[config.mk]
export PLATFORM = sky130hd
export DESIGN_NAME = tch_host_if
export DESIGN_NICKNAME = d
export VERILOG_FILES = /design/src/tch_pkg.sv /design/src/tch_host_if.sv
export VERILOG_INCLUDE_DIRS = /design/src
export SDC_FILE = /design/constraint.sdc
export NUM_CORES = 1
export LEC_CHECK = 0
export BUFFER_PORTS_ARGS = -buffer_cell sky130_fd_sc_hd__buf_4
export CORE_MARGIN = 2
export CORE_UTILIZATION = 56
export CTS_BUF_LIST = sky130_fd_sc_hd__clkbuf_16
export DETAILED_ROUTE_END_ITERATION = 12
export PLACE_DENSITY = 0.87
export SLEW_MARGIN = 15
export SYNTH_ARGS = -nofsm -noshare
export SYNTH_HDL_FRONTEND = slang
export SYNTH_SLANG_ARGS = --single-unit
[constraint.sdc]
create_clock -name i_clk -period 2.58 [get_ports i_clk]
set_input_delay 0.516 -clock i_clk [delete_from_list [all_inputs] [get_ports i_clk]]
set_output_delay 0.516 -clock i_clk [all_outputs]
set_load 0.02 [all_outputs]
[src/tch_consts.svh]
//==============================================================
// tape controller host interface constants
// Purpose: offsets, field positions and codes as macros
// Assumes: word registers, byte offset = 2 x index
// Notes:   definitions only
//
// Overview of operation
// - two transports, commands routed to selected one
// - six registers, four read/write, two read-only
// - pack tape bytes to words, unpack for writing
// - data words move by non-processor bus mastering
// - interrupt when ready or error present
// - issue select, direction, rewind, space, file-mark
// - monitor transport, flag errors, status readable
// - unused and write-only bits read zero
// - writes to read-only bits ignored
// - bus initialize clears controller and transports
// - command bit 12 clears controller and transports
// - base address set by jumpers
// - clear selects unit 0, rewind continues
// - command write while busy flags illegal command
`ifndef TCH_CONSTS_SVH
`define TCH_CONSTS_SVH
// register index, address bits 3:1 above base
`define TCH_IDX_STAT 3'h0
`define TCH_IDX_CMD  3'h1
`define TCH_IDX_BRC  3'h2
`define TCH_IDX_CMA  3'h3
`define TCH_IDX_DBUF 3'h4
`define TCH_IDX_RDL  3'h5
// command register fields
`define TCH_CMD_GO   0
`define TCH_CMD_FN   1
`define TCH_CMD_EXT  4
`define TCH_CMD_IE   6
`define TCH_CMD_PCLR 12
`define TCH_CMD_WMASK 16'h097E
// function codes
`define TCH_FN_OFFL 3'h0
`define TCH_FN_READ 3'h1
`define TCH_FN_WRT  3'h2
`define TCH_FN_WEOF 3'h3
`define TCH_FN_WXG  3'h6
`define TCH_BASE_RST 14'h0000
`define TCH_WORD_STEP 18'h00002
`endif

[src/tch_pkg.sv]
//==============================================================
// tape controller host interface types
// Purpose: carrier structs and state enum
// Assumes: 18-bit system bus addresses, 16-bit data
// Notes:   constants live in tch_consts.svh
package tch_pkg;
   // slave cycle from the system bus, one cycle per access
   typedef struct packed {
      logic [17:0] addr;
      logic        rd;
      logic        wr;
      logic [1:0]  be;
      logic [15:0] wdata;
   } tch_bus_req_s;
   // bus master request toward memory
   typedef struct packed {
      logic        req;
      logic        write;
      logic [17:0] addr;
      logic [15:0] wdata;
   } tch_dma_req_s;
   // per transport status lines
   typedef struct packed {
      logic tur;
      logic selr;
      logic bot;
      logic eot;
      logic wrl;
      logic rws;
      logic sdwn;
   } tch_unit_stat_s;
   // shared tape data lines
   typedef struct packed {
      logic       rd_stb;
      logic       wr_stb;
      logic       eof;
      logic       crce;
      logic       pare;
      logic [7:0] data;
   } tch_tape_in_s;
   // commands to transports
   typedef struct packed {
      logic       unit;
      logic       go;
      logic [2:0] fn;
      logic       clear;
      logic       wr_en;
      logic       pevn;
      logic [7:0] wdata;
   } tch_tport_cmd_s;
   typedef enum logic [1:0] {
      TCH_ST_IDLE = 2'b00,
      TCH_ST_ARM  = 2'b01,
      TCH_ST_RUN  = 2'b10
   } tch_state_e;
endpackage : tch_pkg

[src/tch_host_if.sv]
//==============================================================
// tape controller host interface
// Purpose: register bank, transfer engine and transport control
// Assumes: bus and memory handshakes are on i_clk; tape pins not
// Notes:   unmapped addresses get no ack, like a bus timeout
`timescale 1ns/1ps
`include "tch_consts.svh"
module tch_host_if (
   input  wire logic                       i_clk,
   input  wire logic                       i_rst_n,
   input  wire logic                       i_bus_init,
   input  wire logic [13:0]                i_base_jumpers,
   input  wire tch_pkg::tch_bus_req_s      i_bus,
   output logic [15:0]                     o_bus_rdata,
   output logic                            o_bus_ack,
   output logic                            o_intr_req,
   output tch_pkg::tch_dma_req_s           o_dma,
   input  wire logic                       i_dma_ack,
   input  wire logic [15:0]                i_dma_rdata,
   input  wire tch_pkg::tch_unit_stat_s    i_unit0,
   input  wire tch_pkg::tch_unit_stat_s    i_unit1,
   input  wire tch_pkg::tch_tape_in_s      i_tape,
   output tch_pkg::tch_tport_cmd_s         o_tport
);
   //==============================================================
   // pin synchronisers
   localparam int SW = 41;
   logic [SW-1:0] sync1_q;                  // first stage, read by stage two only
   logic [SW-1:0] sync2_q;                  // usable copy
   logic [1:0]    stb_prev_q;               // strobe history for edges
   always_ff @(posedge i_clk or negedge i_rst_n) begin
      if (!i_rst_n) begin
         sync1_q    <= '0;
         sync2_q    <= '0;
         stb_prev_q <= 2'h0;
      end else begin
         sync1_q    <= {i_base_jumpers, i_unit1, i_unit0, i_tape};
         sync2_q    <= sync1_q;
         // bit 12 is the read strobe, bit 11 the write strobe
         stb_prev_q <= {sync2_q[12], sync2_q[11]};
      end
   end
   tch_pkg::tch_tape_in_s   tape_s;
   tch_pkg::tch_unit_stat_s unit_s [2];
   logic [13:0]             base_s;         // jumper base, address bits 17:4
   assign tape_s    = sync2_q[12:0];
   assign unit_s[0] = sync2_q[19:13];
   assign unit_s[1] = sync2_q[26:20];
   assign base_s    = sync2_q[40:27];
   logic rd_edge;                           // tape read character
   logic wr_edge;                           // tape write character request
   assign rd_edge = tape_s.rd_stb & ~stb_prev_q[1];
   assign wr_edge = tape_s.wr_stb & ~stb_prev_q[0];

   //==============================================================
   // helpers
   function automatic logic [15:0] merge(input logic [15:0] old_v,
                                         input logic [15:0] new_v,
                                         input logic [1:0]  be,
                                         input logic [15:0] wmask);
      logic [15:0] m;
      m = {{8{be[1]}}, {8{be[0]}}} & wmask;
      return (old_v & ~m) | (new_v & m);
   endfunction : merge
   function automatic logic is_write_fn(input logic [2:0] fn);
      return (fn == `TCH_FN_WRT) || (fn == `TCH_FN_WXG);
   endfunction : is_write_fn

   //==============================================================
   // controller state
   tch_pkg::tch_state_e st_q, st_d;
   logic        unit_q, unit_d;             // selected transport
   logic [2:0]  fn_q, fn_d;                 // function code
   logic [1:0]  ext_q, ext_d;               // address bits 17:16
   logic        ie_q, ie_d;                 // interrupt enable
   logic        pevn_q, pevn_d;             // even parity sense
   logic [15:0] brc_q, brc_d;               // negative byte count
   logic [15:0] cma_q, cma_d;               // memory address
   logic [15:0] dbuf_q, dbuf_d;             // data word buffer
   logic        half_q, half_d;             // high byte next
   logic        pend_q, pend_d;             // memory cycle outstanding
   logic        dwr_q, dwr_d;               // pending cycle writes memory
   logic        ilc_q, ilc_d;
   logic        eof_q, eof_d;
   logic        cre_q, cre_d;
   logic        pae_q, pae_d;
   logic        bgl_q, bgl_d;
   logic        rle_q, rle_d;
   logic [15:0] rdata_q, rdata_d;
   logic        ack_q, ack_d;
   logic        go_q, go_d;                 // one-cycle start to transport
   logic        clr_q, clr_d;               // one-cycle clear to transport
   logic        wen_q, wen_d;
   logic [7:0]  wdat_q, wdat_d;

   // decoded views
   tch_pkg::tch_unit_stat_s sel;            // status of selected unit
   logic        controller_ready;
   logic        err;
   logic [15:0] stat;
   logic        hit;
   logic [2:0]  idx;
   logic [15:0] cmd_rd;
   logic [17:0] next_addr;
   assign sel    = unit_s[unit_q];
   assign controller_ready = (st_q == tch_pkg::TCH_ST_IDLE);
   assign err    = ilc_q | eof_q | cre_q | pae_q | bgl_q | rle_q | sel.eot;
   // status: errors, then monitored transport lines
   assign stat   = {ilc_q, eof_q, cre_q, pae_q, bgl_q, sel.eot, rle_q, 2'b00,
                    sel.selr, sel.bot, 1'b0, sel.sdwn, sel.wrl, sel.rws, sel.tur};
   assign idx    = i_bus.addr[3:1];
   // base from jumpers, six words above it
   assign hit    = (i_bus.rd | i_bus.wr) && (i_bus.addr[17:4] == base_s) && (idx <= `TCH_IDX_RDL);
   // go and clear read as zero
   assign cmd_rd = {err, 3'b000, pevn_q, 2'b00, unit_q, controller_ready, ie_q, ext_q, fn_q, 1'b0};
   assign next_addr = {ext_q, cma_q} + `TCH_WORD_STEP;

   // next-state logic for the whole controller
   always_comb begin
      logic        clear;
      logic [15:0] c_new;
      logic [2:0]  fn_new;
      logic        u_new;
      clear  = 1'b0;
      c_new  = merge(cmd_rd, i_bus.wdata, i_bus.be, `TCH_CMD_WMASK);
      fn_new = c_new[3:1];
      u_new  = c_new[8];
      st_d = st_q;  unit_d = unit_q;  fn_d = fn_q;  ext_d = ext_q;
      ie_d = ie_q;  pevn_d = pevn_q;  brc_d = brc_q;  cma_d = cma_q;
      dbuf_d = dbuf_q;  half_d = half_q;  pend_d = pend_q;  dwr_d = dwr_q;
      ilc_d = ilc_q;  eof_d = eof_q;  cre_d = cre_q;  pae_d = pae_q;
      bgl_d = bgl_q;  rle_d = rle_q;  wdat_d = wdat_q;
      go_d = 1'b0;  clr_d = 1'b0;  ack_d = hit;  rdata_d = rdata_q;
      // reads answer next cycle, never stall on tape
      if (hit && i_bus.rd) begin
         unique case (idx)
            `TCH_IDX_STAT: rdata_d = stat;
            `TCH_IDX_CMD:  rdata_d = cmd_rd;
            `TCH_IDX_BRC:  rdata_d = brc_q;
            `TCH_IDX_CMA:  rdata_d = cma_q;
            `TCH_IDX_DBUF: rdata_d = dbuf_q;
            default:       rdata_d = {8'h00, tape_s.data};  // read lines
         endcase
      end
      // ---- tape side activity
      if (!controller_ready) begin
         // transport dropping off line mid-operation
         if (!sel.selr && fn_q != `TCH_FN_OFFL) ilc_d = 1'b1;
         if (tape_s.eof)  eof_d = 1'b1;
         if (tape_s.crce) cre_d = 1'b1;
         if (tape_s.pare) pae_d = 1'b1;
         if (st_q == tch_pkg::TCH_ST_ARM && !sel.tur) st_d = tch_pkg::TCH_ST_RUN;
         // read: pack two tape bytes into one word
         if (fn_q == `TCH_FN_READ && rd_edge && !bgl_q && !rle_q) begin
            if (pend_q) begin
               bgl_d = 1'b1;                               // grant came too late
            end else if (brc_q == 16'h0000) begin
               rle_d = 1'b1;
            end else begin
               brc_d = brc_q + 16'h0001;
               if (half_q) begin
                  dbuf_d[15:8] = tape_s.data;
                  pend_d = 1'b1;
                  dwr_d  = 1'b1;
               end else begin
                  dbuf_d[7:0] = tape_s.data;
               end
               half_d = ~half_q;
            end
         end
         // write: unpack a fetched word, low byte first
         if (is_write_fn(fn_q) && wr_edge && !bgl_q && brc_q != 16'h0000) begin
            if (pend_q) begin
               bgl_d = 1'b1;
            end else begin
               wdat_d = half_q ? dbuf_q[15:8] : dbuf_q[7:0];
               brc_d  = brc_q + 16'h0001;
               half_d = ~half_q;
               if (half_q && brc_q != 16'hFFFF) begin
                  pend_d = 1'b1;
                  dwr_d  = 1'b0;
               end
            end
         end
         // memory cycle finished
         if (pend_q && i_dma_ack) begin
            pend_d = 1'b0;
            {ext_d, cma_d} = next_addr;
            if (!dwr_q) dbuf_d = i_dma_rdata;
         end
         // transport ready again ends the operation
         if (st_q == tch_pkg::TCH_ST_RUN && sel.tur) begin
            if (fn_q == `TCH_FN_READ && half_q && !pend_q) begin
               pend_d = 1'b1;                              // flush odd byte
               dwr_d  = 1'b1;
               half_d = 1'b0;
            end else if (!pend_q || bgl_q) begin
               st_d   = tch_pkg::TCH_ST_IDLE;
               pend_d = 1'b0;
            end
         end
      end
      // ---- register writes
      if (hit && i_bus.wr) begin
         unique case (idx)
            `TCH_IDX_CMD: begin
               if (!controller_ready) begin
                  ilc_d = 1'b1;                            // busy, refused
               end else begin
                  // only writable fields change
                  fn_d = fn_new;  unit_d = u_new;  ext_d = c_new[5:4];
                  ie_d = c_new[`TCH_CMD_IE];  pevn_d = c_new[11];
                  if (i_bus.be[0] && i_bus.wdata[`TCH_CMD_GO]) begin
                     {ilc_d, eof_d, cre_d, pae_d, bgl_d, rle_d} = 6'h00;
                     if (!unit_s[u_new].selr ||
                         (is_write_fn(fn_new) || fn_new == `TCH_FN_WEOF) && unit_s[u_new].wrl) begin
                        ilc_d = 1'b1;
                     end else begin
                        go_d   = 1'b1;
                        st_d   = tch_pkg::TCH_ST_ARM;
                        half_d = 1'b0;
                        pend_d = is_write_fn(fn_new);      // prefetch first word
                        dwr_d  = 1'b0;
                     end
                  end
               end
               if (i_bus.be[1] && i_bus.wdata[`TCH_CMD_PCLR]) clear = 1'b1;
            end
            `TCH_IDX_BRC:  brc_d  = merge(brc_q, i_bus.wdata, i_bus.be, 16'hFFFF);
            `TCH_IDX_CMA:  cma_d  = merge(cma_q, i_bus.wdata, i_bus.be, 16'hFFFF);
            `TCH_IDX_DBUF: dbuf_d = merge(dbuf_q, i_bus.wdata, i_bus.be, 16'hFFFF);
            default: ;                                     // read-only
         endcase
      end
      // ---- controller clear from bus or command bit
      if (clear || i_bus_init) begin
         st_d = tch_pkg::TCH_ST_IDLE;
         unit_d = 1'b0;                                    // unit 0
         fn_d = `TCH_FN_OFFL;  ext_d = 2'h0;  ie_d = 1'b0;  pevn_d = 1'b0;
         brc_d = 16'h0000;  cma_d = 16'h0000;  dbuf_d = 16'h0000;
         half_d = 1'b0;  pend_d = 1'b0;  dwr_d = 1'b0;  go_d = 1'b0;
         {ilc_d, eof_d, cre_d, pae_d, bgl_d, rle_d} = 6'h00;
         clr_d = 1'b1;                                     // transports keep rewinding
      end
      wen_d = (st_d != tch_pkg::TCH_ST_IDLE) && is_write_fn(fn_d) && !bgl_d;
   end

   // register the controller state
   always_ff @(posedge i_clk or negedge i_rst_n) begin
      if (!i_rst_n) begin
         st_q <= tch_pkg::TCH_ST_IDLE;
         unit_q <= 1'b0;  fn_q <= 3'h0;  ext_q <= 2'h0;  ie_q <= 1'b0;
         pevn_q <= 1'b0;  brc_q <= 16'h0000;  cma_q <= 16'h0000;
         dbuf_q <= 16'h0000;  half_q <= 1'b0;  pend_q <= 1'b0;  dwr_q <= 1'b0;
         ilc_q <= 1'b0;  eof_q <= 1'b0;  cre_q <= 1'b0;  pae_q <= 1'b0;
         bgl_q <= 1'b0;  rle_q <= 1'b0;  rdata_q <= 16'h0000;  ack_q <= 1'b0;
         go_q <= 1'b0;  clr_q <= 1'b0;  wen_q <= 1'b0;  wdat_q <= 8'h00;
      end else begin
         st_q <= st_d;
         unit_q <= unit_d;  fn_q <= fn_d;  ext_q <= ext_d;  ie_q <= ie_d;
         pevn_q <= pevn_d;  brc_q <= brc_d;  cma_q <= cma_d;
         dbuf_q <= dbuf_d;  half_q <= half_d;  pend_q <= pend_d;  dwr_q <= dwr_d;
         ilc_q <= ilc_d;  eof_q <= eof_d;  cre_q <= cre_d;  pae_q <= pae_d;
         bgl_q <= bgl_d;  rle_q <= rle_d;  rdata_q <= rdata_d;  ack_q <= ack_d;
         go_q <= go_d;  clr_q <= clr_d;  wen_q <= wen_d;  wdat_q <= wdat_d;
      end
   end

   //==============================================================
   // outputs
   assign o_bus_rdata = rdata_q;
   assign o_bus_ack   = ack_q;
   assign o_intr_req  = ie_q & (controller_ready | err);
   assign o_dma       = '{req: pend_q, write: dwr_q, addr: {ext_q, cma_q}, wdata: dbuf_q};
   assign o_tport     = '{unit: unit_q, go: go_q, fn: fn_q, clear: clr_q,
                          wr_en: wen_q, pevn: pevn_q, wdata: wdat_q};
endmodule : tch_host_if

# Yosys cells after proc, flatten, opt, wreduce, memory -nomap -nowiden
# Index checks and enable logic that the tools add are counted.
dict set report classes {
  addsub 2
  magnitude_cmp 3
  n_eq_ne 16
  mux 172
  bitwise_logic 30
  reduce_logical 47
}
# operator n
set op_table {}
lappend op_table {{16-bit two-way mux} 23}
lappend op_table {{1-bit two-way mux} 118}
lappend op_table {{16-bit case mux with 5 select lines} 1}
lappend op_table {{16-bit bitwise AND} 4}
lappend op_table {{16-bit OR} 3}
lappend op_table {{2-bit two-way mux} 17}
lappend op_table {{12-bit bitwise AND} 2}
lappend op_table {{8-bit two-way mux} 3}
lappend op_table {{1-bit logical AND} 22}
lappend op_table {{7-bit two-way mux} 3}
lappend op_table {{18-bit by 2-bit adder with 18-bit output, second input constant} 1}
lappend op_table {{3-bit by 2-bit == test with 1-bit output, second input constant} 6}
lappend op_table {{6-bit two-way mux} 3}
lappend op_table {{16-bit by 1-bit adder with 16-bit output, second input constant} 1}
lappend op_table {{16-bit zero test} 1}
lappend op_table {{16-bit inequality test, second input constant} 1}
lappend op_table {{16-bit inverter} 1}
lappend op_table {{16-bit nonzero test} 1}
lappend op_table {{14-bit == test} 1}
lappend op_table {{3-bit == test, second input constant} 4}
lappend op_table {{3-bit two-way mux} 4}
lappend op_table {{12-bit inverter} 1}
lappend op_table {{12-bit OR} 1}
lappend op_table {{1-bit OR} 8}
lappend op_table {{other kinds (15)} 40}
dict set report word_totals {
  reg_bits 179
  output_inout_bits 70
  wordCells 297
}

# Longest topological paths before layout
dict set report logic_depth {
  word_depth 20
  mapped_depth 10
  mapped_depth_nobuf 9
}

# Worst setup path before layout
# OpenSTA, ideal clock, no wires.
dict set report synth_timing {
  path_kind {input-to-reg}
  startpoint {input port i_bus[17] in the netlist's numbering}
  endpoint {register pend_q}
  arrival_time_ps 2142
  path_slack_ps 334
  stages 7
  path_cell_list {buf_2 -> mux2i_1 -> mux2_2 -> a311oi_1 -> nand3_1 -> mux2i_1 -> a221oi_1}
}
dict set report synth_via {
  elab_chain_len 15
  elab_cells_between_ends 22
}
# element line
set synth_lines {}
lappend synth_lines {{start, declared} tch_host_if.sv:13} ;# input wire tch_pkg::tch_bus_req_s i_bus,
lappend synth_lines {{12-bit inverter} tch_host_if.sv:63} ;# return (old_v & ~m) | (new_v & m);
lappend synth_lines {{12-bit bitwise AND} tch_host_if.sv:63}
lappend synth_lines {{12-bit OR} tch_host_if.sv:63}
lappend synth_lines {{1-bit inverter with 2-bit output (not written as such)} {tch_host_if.sv:215, tch_host_if.sv:216}}
lappend synth_lines {{6-bit two-way mux (not written as such) (3 in series)} tch_host_if.sv:216} ;# (is_write_fn(fn_new) || fn_new == `TCH_FN_WEOF) && unit_s[u_new].wrl) begin
lappend synth_lines {{1-bit zero test / 1-bit logical AND (equally long branches)} {tch_host_if.sv:215, tch_host_if.sv:216}}
lappend synth_lines {{1-bit logical OR} tch_host_if.sv:215} ;# if (!unit_s[u_new].selr ||
lappend synth_lines {{1-bit two-way mux} tch_host_if.sv:215}
lappend synth_lines {{1-bit two-way mux} tch_host_if.sv:213} ;# if (i_bus.be[0] && i_bus.wdata[`TCH_CMD_GO]) begin
lappend synth_lines {{1-bit two-way mux} tch_host_if.sv:207} ;# if (!controller_ready) begin
lappend synth_lines {{1-bit two-way mux} tch_host_if.sv:205} ;# unique case (idx)
lappend synth_lines {{1-bit two-way mux} tch_host_if.sv:204} ;# if (hit && i_bus.wr) begin
lappend synth_lines {{1-bit two-way mux *} tch_host_if.sv:236} ;# if (clear || i_bus_init) begin
lappend synth_lines {{net pend_d} tch_host_if.sv:81} ;# logic pend_q, pend_d;
lappend synth_lines {{end signal, assigned} tch_host_if.sv:262} ;# dbuf_q <= dbuf_d; half_q <= half_d; pend_q <= pend_d; dwr_q <= dwr_d;
lappend synth_lines {{end, declared} tch_host_if.sv:81}
# The timed path passes the listed nets; every way through them passes the cells marked *. The select of a mux whose other input is x is not followed.
# A chain may end at the register's enable or synchronous reset.

# Final worst setup path
dict set report layout_timing {
  startpoint {register unit_q}
  endpoint {output port o_intr_req}
}
dict set report layout_via {
  elab_chain_len 7
}
# element line
set layout_lines {}
lappend layout_lines {{start, declared} tch_host_if.sv:72} ;# logic unit_q, unit_d;
lappend layout_lines {{start signal, assigned} tch_host_if.sv:260} ;# unit_q <= unit_d; fn_q <= fn_d; ext_q <= ext_d; ie_q <= ie_d;
lappend layout_lines {{1-bit inverter with 2-bit output (not written as such)} tch_host_if.sv:105} ;# assign sel = unit_s[unit_q];
lappend layout_lines {{7-bit two-way mux (not written as such) (3 in series)} tch_host_if.sv:105}
lappend layout_lines {{1-bit OR} tch_host_if.sv:107} ;# assign err = ilc_q | eof_q | cre_q | pae_q | bgl_q | rle_q | sel.eot;
lappend layout_lines {{1-bit OR} tch_host_if.sv:273} ;# assign o_intr_req = ie_q & (controller_ready | err);
lappend layout_lines {{1-bit bitwise AND} tch_host_if.sv:273}
lappend layout_lines {{end, declared} tch_host_if.sv:16} ;# output logic o_intr_req,
# No other way between the ends. The select of a mux whose other input is x is not followed.

==> out/qor.tcl <==
set qor(outcome) {completed}
set qor(synth_instances) 899
set qor(gp_routability_congestion) 1.01
set qor(hold_class) {input port to async pin}
set qor(cp.required_ps) 2060
set qor(postCtsHoldBufs) 0
set qor(maximum_number_of_pins_on_one_net_before_global_route_repair) 58
set qor(max-vdd-ir-drop_uv) 547
set qor(wl_per_cell_um) 23.3
set qor(worst-path-max-fanout) 11
set qor(synth_seq_area_share_pct) 50.1
set qor(clock_skew_ps) 14.9
set qor(yosys_most_used_dff) {sky130_fd_sc_hd__dfrtp_1}
set qor(die_width_um) 130
set qor(synthDistinctLibCells) 76
set qor(filler_cell_count) 1222
set qor(layout.cells.most_common_list) {218 x sky130_fd_sc_hd__buf_4, 179 x sky130_fd_sc_hd__dfrtp_1, 75 x sky130_fd_sc_hd__nand2_1}
set qor(regToRegStartpoint) {fn_q[0]$_DFF_PN0_}
set qor(area_contributors_post_synth) {sky130_fd_sc_hd__dfrtp_1 50%, sky130_fd_sc_hd__o21ai_0 4.1%, sky130_fd_sc_hd__mux2i_1 3.6%}
set qor(critical_path.startpoint_type) {flop}
set qor(synth.cell_area_um2) 8940
set qor(placed_area_um2) 10700
set qor(wl_met3_mm) 3.13
set qor(period_minus_slack_ps) 2530
set qor(clock_tree.root_cell) {sky130_fd_sc_hd__clkbuf_16}
set qor(worst-r2r-cell-count) 7
set qor(power.static_leakage_nw) 4.99
set qor(detail_route.first_pass.iterations) 6
set qor(die_area_um2) 17000
set qor(pin_count) 169
set qor(global_route.usage.total_pct) 37.1
set qor(final.hold.worst_slack_ps) 40.6
set qor(synthArstFlopShare_pct) 100
set qor(timing.final.setup_violations) 0
set qor(cts_sinks) 179
set qor(drt-vias-per-instance) 6.49
set qor(vias_in_the_first_global_route) 8110
set qor(dr.max_layer_used) {met4}
set qor(place.port_buffers) 167
set qor(total_power_mw) 6.16
set qor(cap_violations) 0
set qor(detailedRoute.firstIterationViolations) 1039
set qor(finish.utilization_pct) 71.6
set qor(slew_violations) 0
set qor(synth_seq_cells) 179
set qor(synth.net_count) 1002
set qor(timing.setup.tns_ps) 0
set qor(timing.final.hold_violations) 0
set qor(ctsHtreeMaxLevel) 4
set qor(max_slew_headroom_pct) 25.1
set qor(core_region_area_um2) 15700
set qor(area.growth.synth_to_final_pct) 26.0
set qor(drcViolationCount) 0
set qor(antenna_cells_inserted) 0
set qor(synth_top_area_cell) {sky130_fd_sc_hd__dfrtp_1}
set qor(yosys.area.top_type_share_pct) 50.1
set qor(grt_antenna_before_repair) 0
set qor(synth_warnings) 0
set qor(finalWirelength_mm) 30.5
set qor(post_synth.cell_area_avg_um2) 9.94
set qor(finish.net_count) 1182
set qor(die_height_um) 130
set qor(layout_commonest_cell) {sky130_fd_sc_hd__buf_4}
set qor(worstSetupPathType) {flop to output pin}
set qor(finalInstanceArea_um2) 11300
set qor(ctsLongestPathBuffers) 2
set qor(drtAntennaViolNets) 0
set qor(fin_crit_sh_pct) 98.0
set qor(cts_buffers) 17
set qor(timing_worst_slew_pin_value_ps) 1120
set qor(clk_latency_ps) 450
set qor(initial_core_util_pct) 56.9
set qor(rows) 46
set qor(timing.critical_path.arrival_ps) 2010
set qor(wirelength_met1_mm) 11.6
set qor(synth_edf_count) 0
set qor(crit_path_start) {unit_q$_DFFE_PN0P_}
set qor(timing.critical_path.to_type) {output pin}
set qor(hpwlAfterDp_mm) 22.2
set qor(route.met2.wl_mm) 14.2
set qor(clkTransAtPathRegs_ps) 70
set qor(cts_tree) {yes}
set qor(final_layout_size_suffix_gt1_share_pct) 27.9
set qor(rsz0062_at_grt) {no}
set qor(power_per_cell_area_nw_per_um2) 547
set qor(number_of_vias_after_detailed_routing) 8489
set qor(max_freq_mhz) 396
set qor(grt.overflow.total) 0
set qor(first_pass_grt_wire_length_mm) 46.5
==> power breakdown <==
part | internal, mW | switching [mW]
logic | 0.247 | 0.336
clock network | 1.38 | 1.24
registers | 2.89 | 0.0690
total | 4.51 | 1.65
==> final timing paths <==
| kind | to | slack (ps) |
|---|---|---|
| min in group i_clk | sync1_q[36]$_DFF_PN0_ | 170 |
| hold reg to reg | sync2_q[0]$_DFF_PN0_ | 350 |
| setup / recovery | o_intr_req | 50 |
| hold / removal | wdat_q[4]$_DFFE_PN0P_ | 40 |
| max in group asynchronous | sync1_q[18]$_DFF_PN0_ | 1820 |
| setup reg to reg | brc_q[11]$_DFF_PN0_ | 130 |
==> cells by family (layout without fill, tap and decap cells) <==
group / after synthesis / in the layout / synth area share [%]
mux: 55 / 55 / 6.61
buf+inv: 80 / 273 / 3.96
simple gates: 301 / 301 / 17.6
flops: 179 / 179 / 50.1
fa+ha+maj: 4 / 4 / 0.560
xor+xnor: 14 / 14 / 1.37
compound gates: 266 / 266 / 19.7
==> state kept, by name (all words and copies together) (netlist names), 2 cells and up <==
| name | flops |
|---|---|
| o_bus_rdata | 16 |
| fn_q | 3 |
| st_q | 2 |
| stb_prev_q | 2 |
| sync1_q | 41 |
| dbuf_q | 16 |
| brc_q | 16 |
| wdat_q | 8 |
| ext_q | 2 |
| sync2_q | 41 |
| cma_q | 16 |
==> Yosys cell counts, types with 12 or more instances <==
cell type / number
sky130_fd_sc_hd__dfrtp_1: 179
sky130_fd_sc_hd__nand2_1: 75
sky130_fd_sc_hd__o21ai_0: 74
sky130_fd_sc_hd__nor2_1: 70
sky130_fd_sc_hd__a21oi_1: 52
sky130_fd_sc_hd__a31oi_1: 36
sky130_fd_sc_hd__clkbuf_1: 35
sky130_fd_sc_hd__mux2i_1: 32
sky130_fd_sc_hd__nand3_1: 32
sky130_fd_sc_hd__mux2_2: 22
sky130_fd_sc_hd__and2_1: 20
sky130_fd_sc_hd__a22oi_1: 19
sky130_fd_sc_hd__nand4_1: 17
sky130_fd_sc_hd__nor2b_1: 16
sky130_fd_sc_hd__inv_1: 14
sky130_fd_sc_hd__xnor2_1: 14
sky130_fd_sc_hd__buf_2: 13
sky130_fd_sc_hd__a211oi_1: 12
sky130_fd_sc_hd__and3_1: 12
sky130_fd_sc_hd__nor3_1: 12
==> stage by stage <==
stage               worst slack [ps]  cells
floorplan                        334    899
finish                          52.0   1308
global route                    32.6   1308
global placement                4.16   1276
CTS                              101   1308
detailed placement             -72.6   1276
==> worst max-delay path, cell delays in order (launching register included) <==
cell,delay [ps]
sky130_fd_sc_hd__dfrtp_1,350
sky130_fd_sc_hd__buf_4,260
sky130_fd_sc_hd__mux2i_1,340
sky130_fd_sc_hd__nand3_1,200
sky130_fd_sc_hd__o21a_1,230
sky130_fd_sc_hd__buf_4,160
==> what timing repair did <==
item | 4_1_cts | 5_1_grt
gates resized for setup | 0 | 1
hold endpoints to repair | 0 | 0
setup buffers | 0 | 0
setup endpoints to repair | 0 | 5
==> cell type report <==
type	instances	area, µm²	share of cell area (%)
sequential	179	4480	39.8
clock inverter	15	168	1.49
clock buffer	17	425	3.78
tap	216	270	2.40
inverter	17	63.8	0.567
timing repair buffer	224	1750	15.5
multi-input combinational	640	4100	36.4
==> metal layers <==
metal  track usage [%]  vias to the layer above
li1                  -                     3667
met1              48.3                     4146
met2              58.2                      571
met3              9.35                      105
met4              18.6                        0
met5                 0                        -
Power figures use the tool's default switching activity.
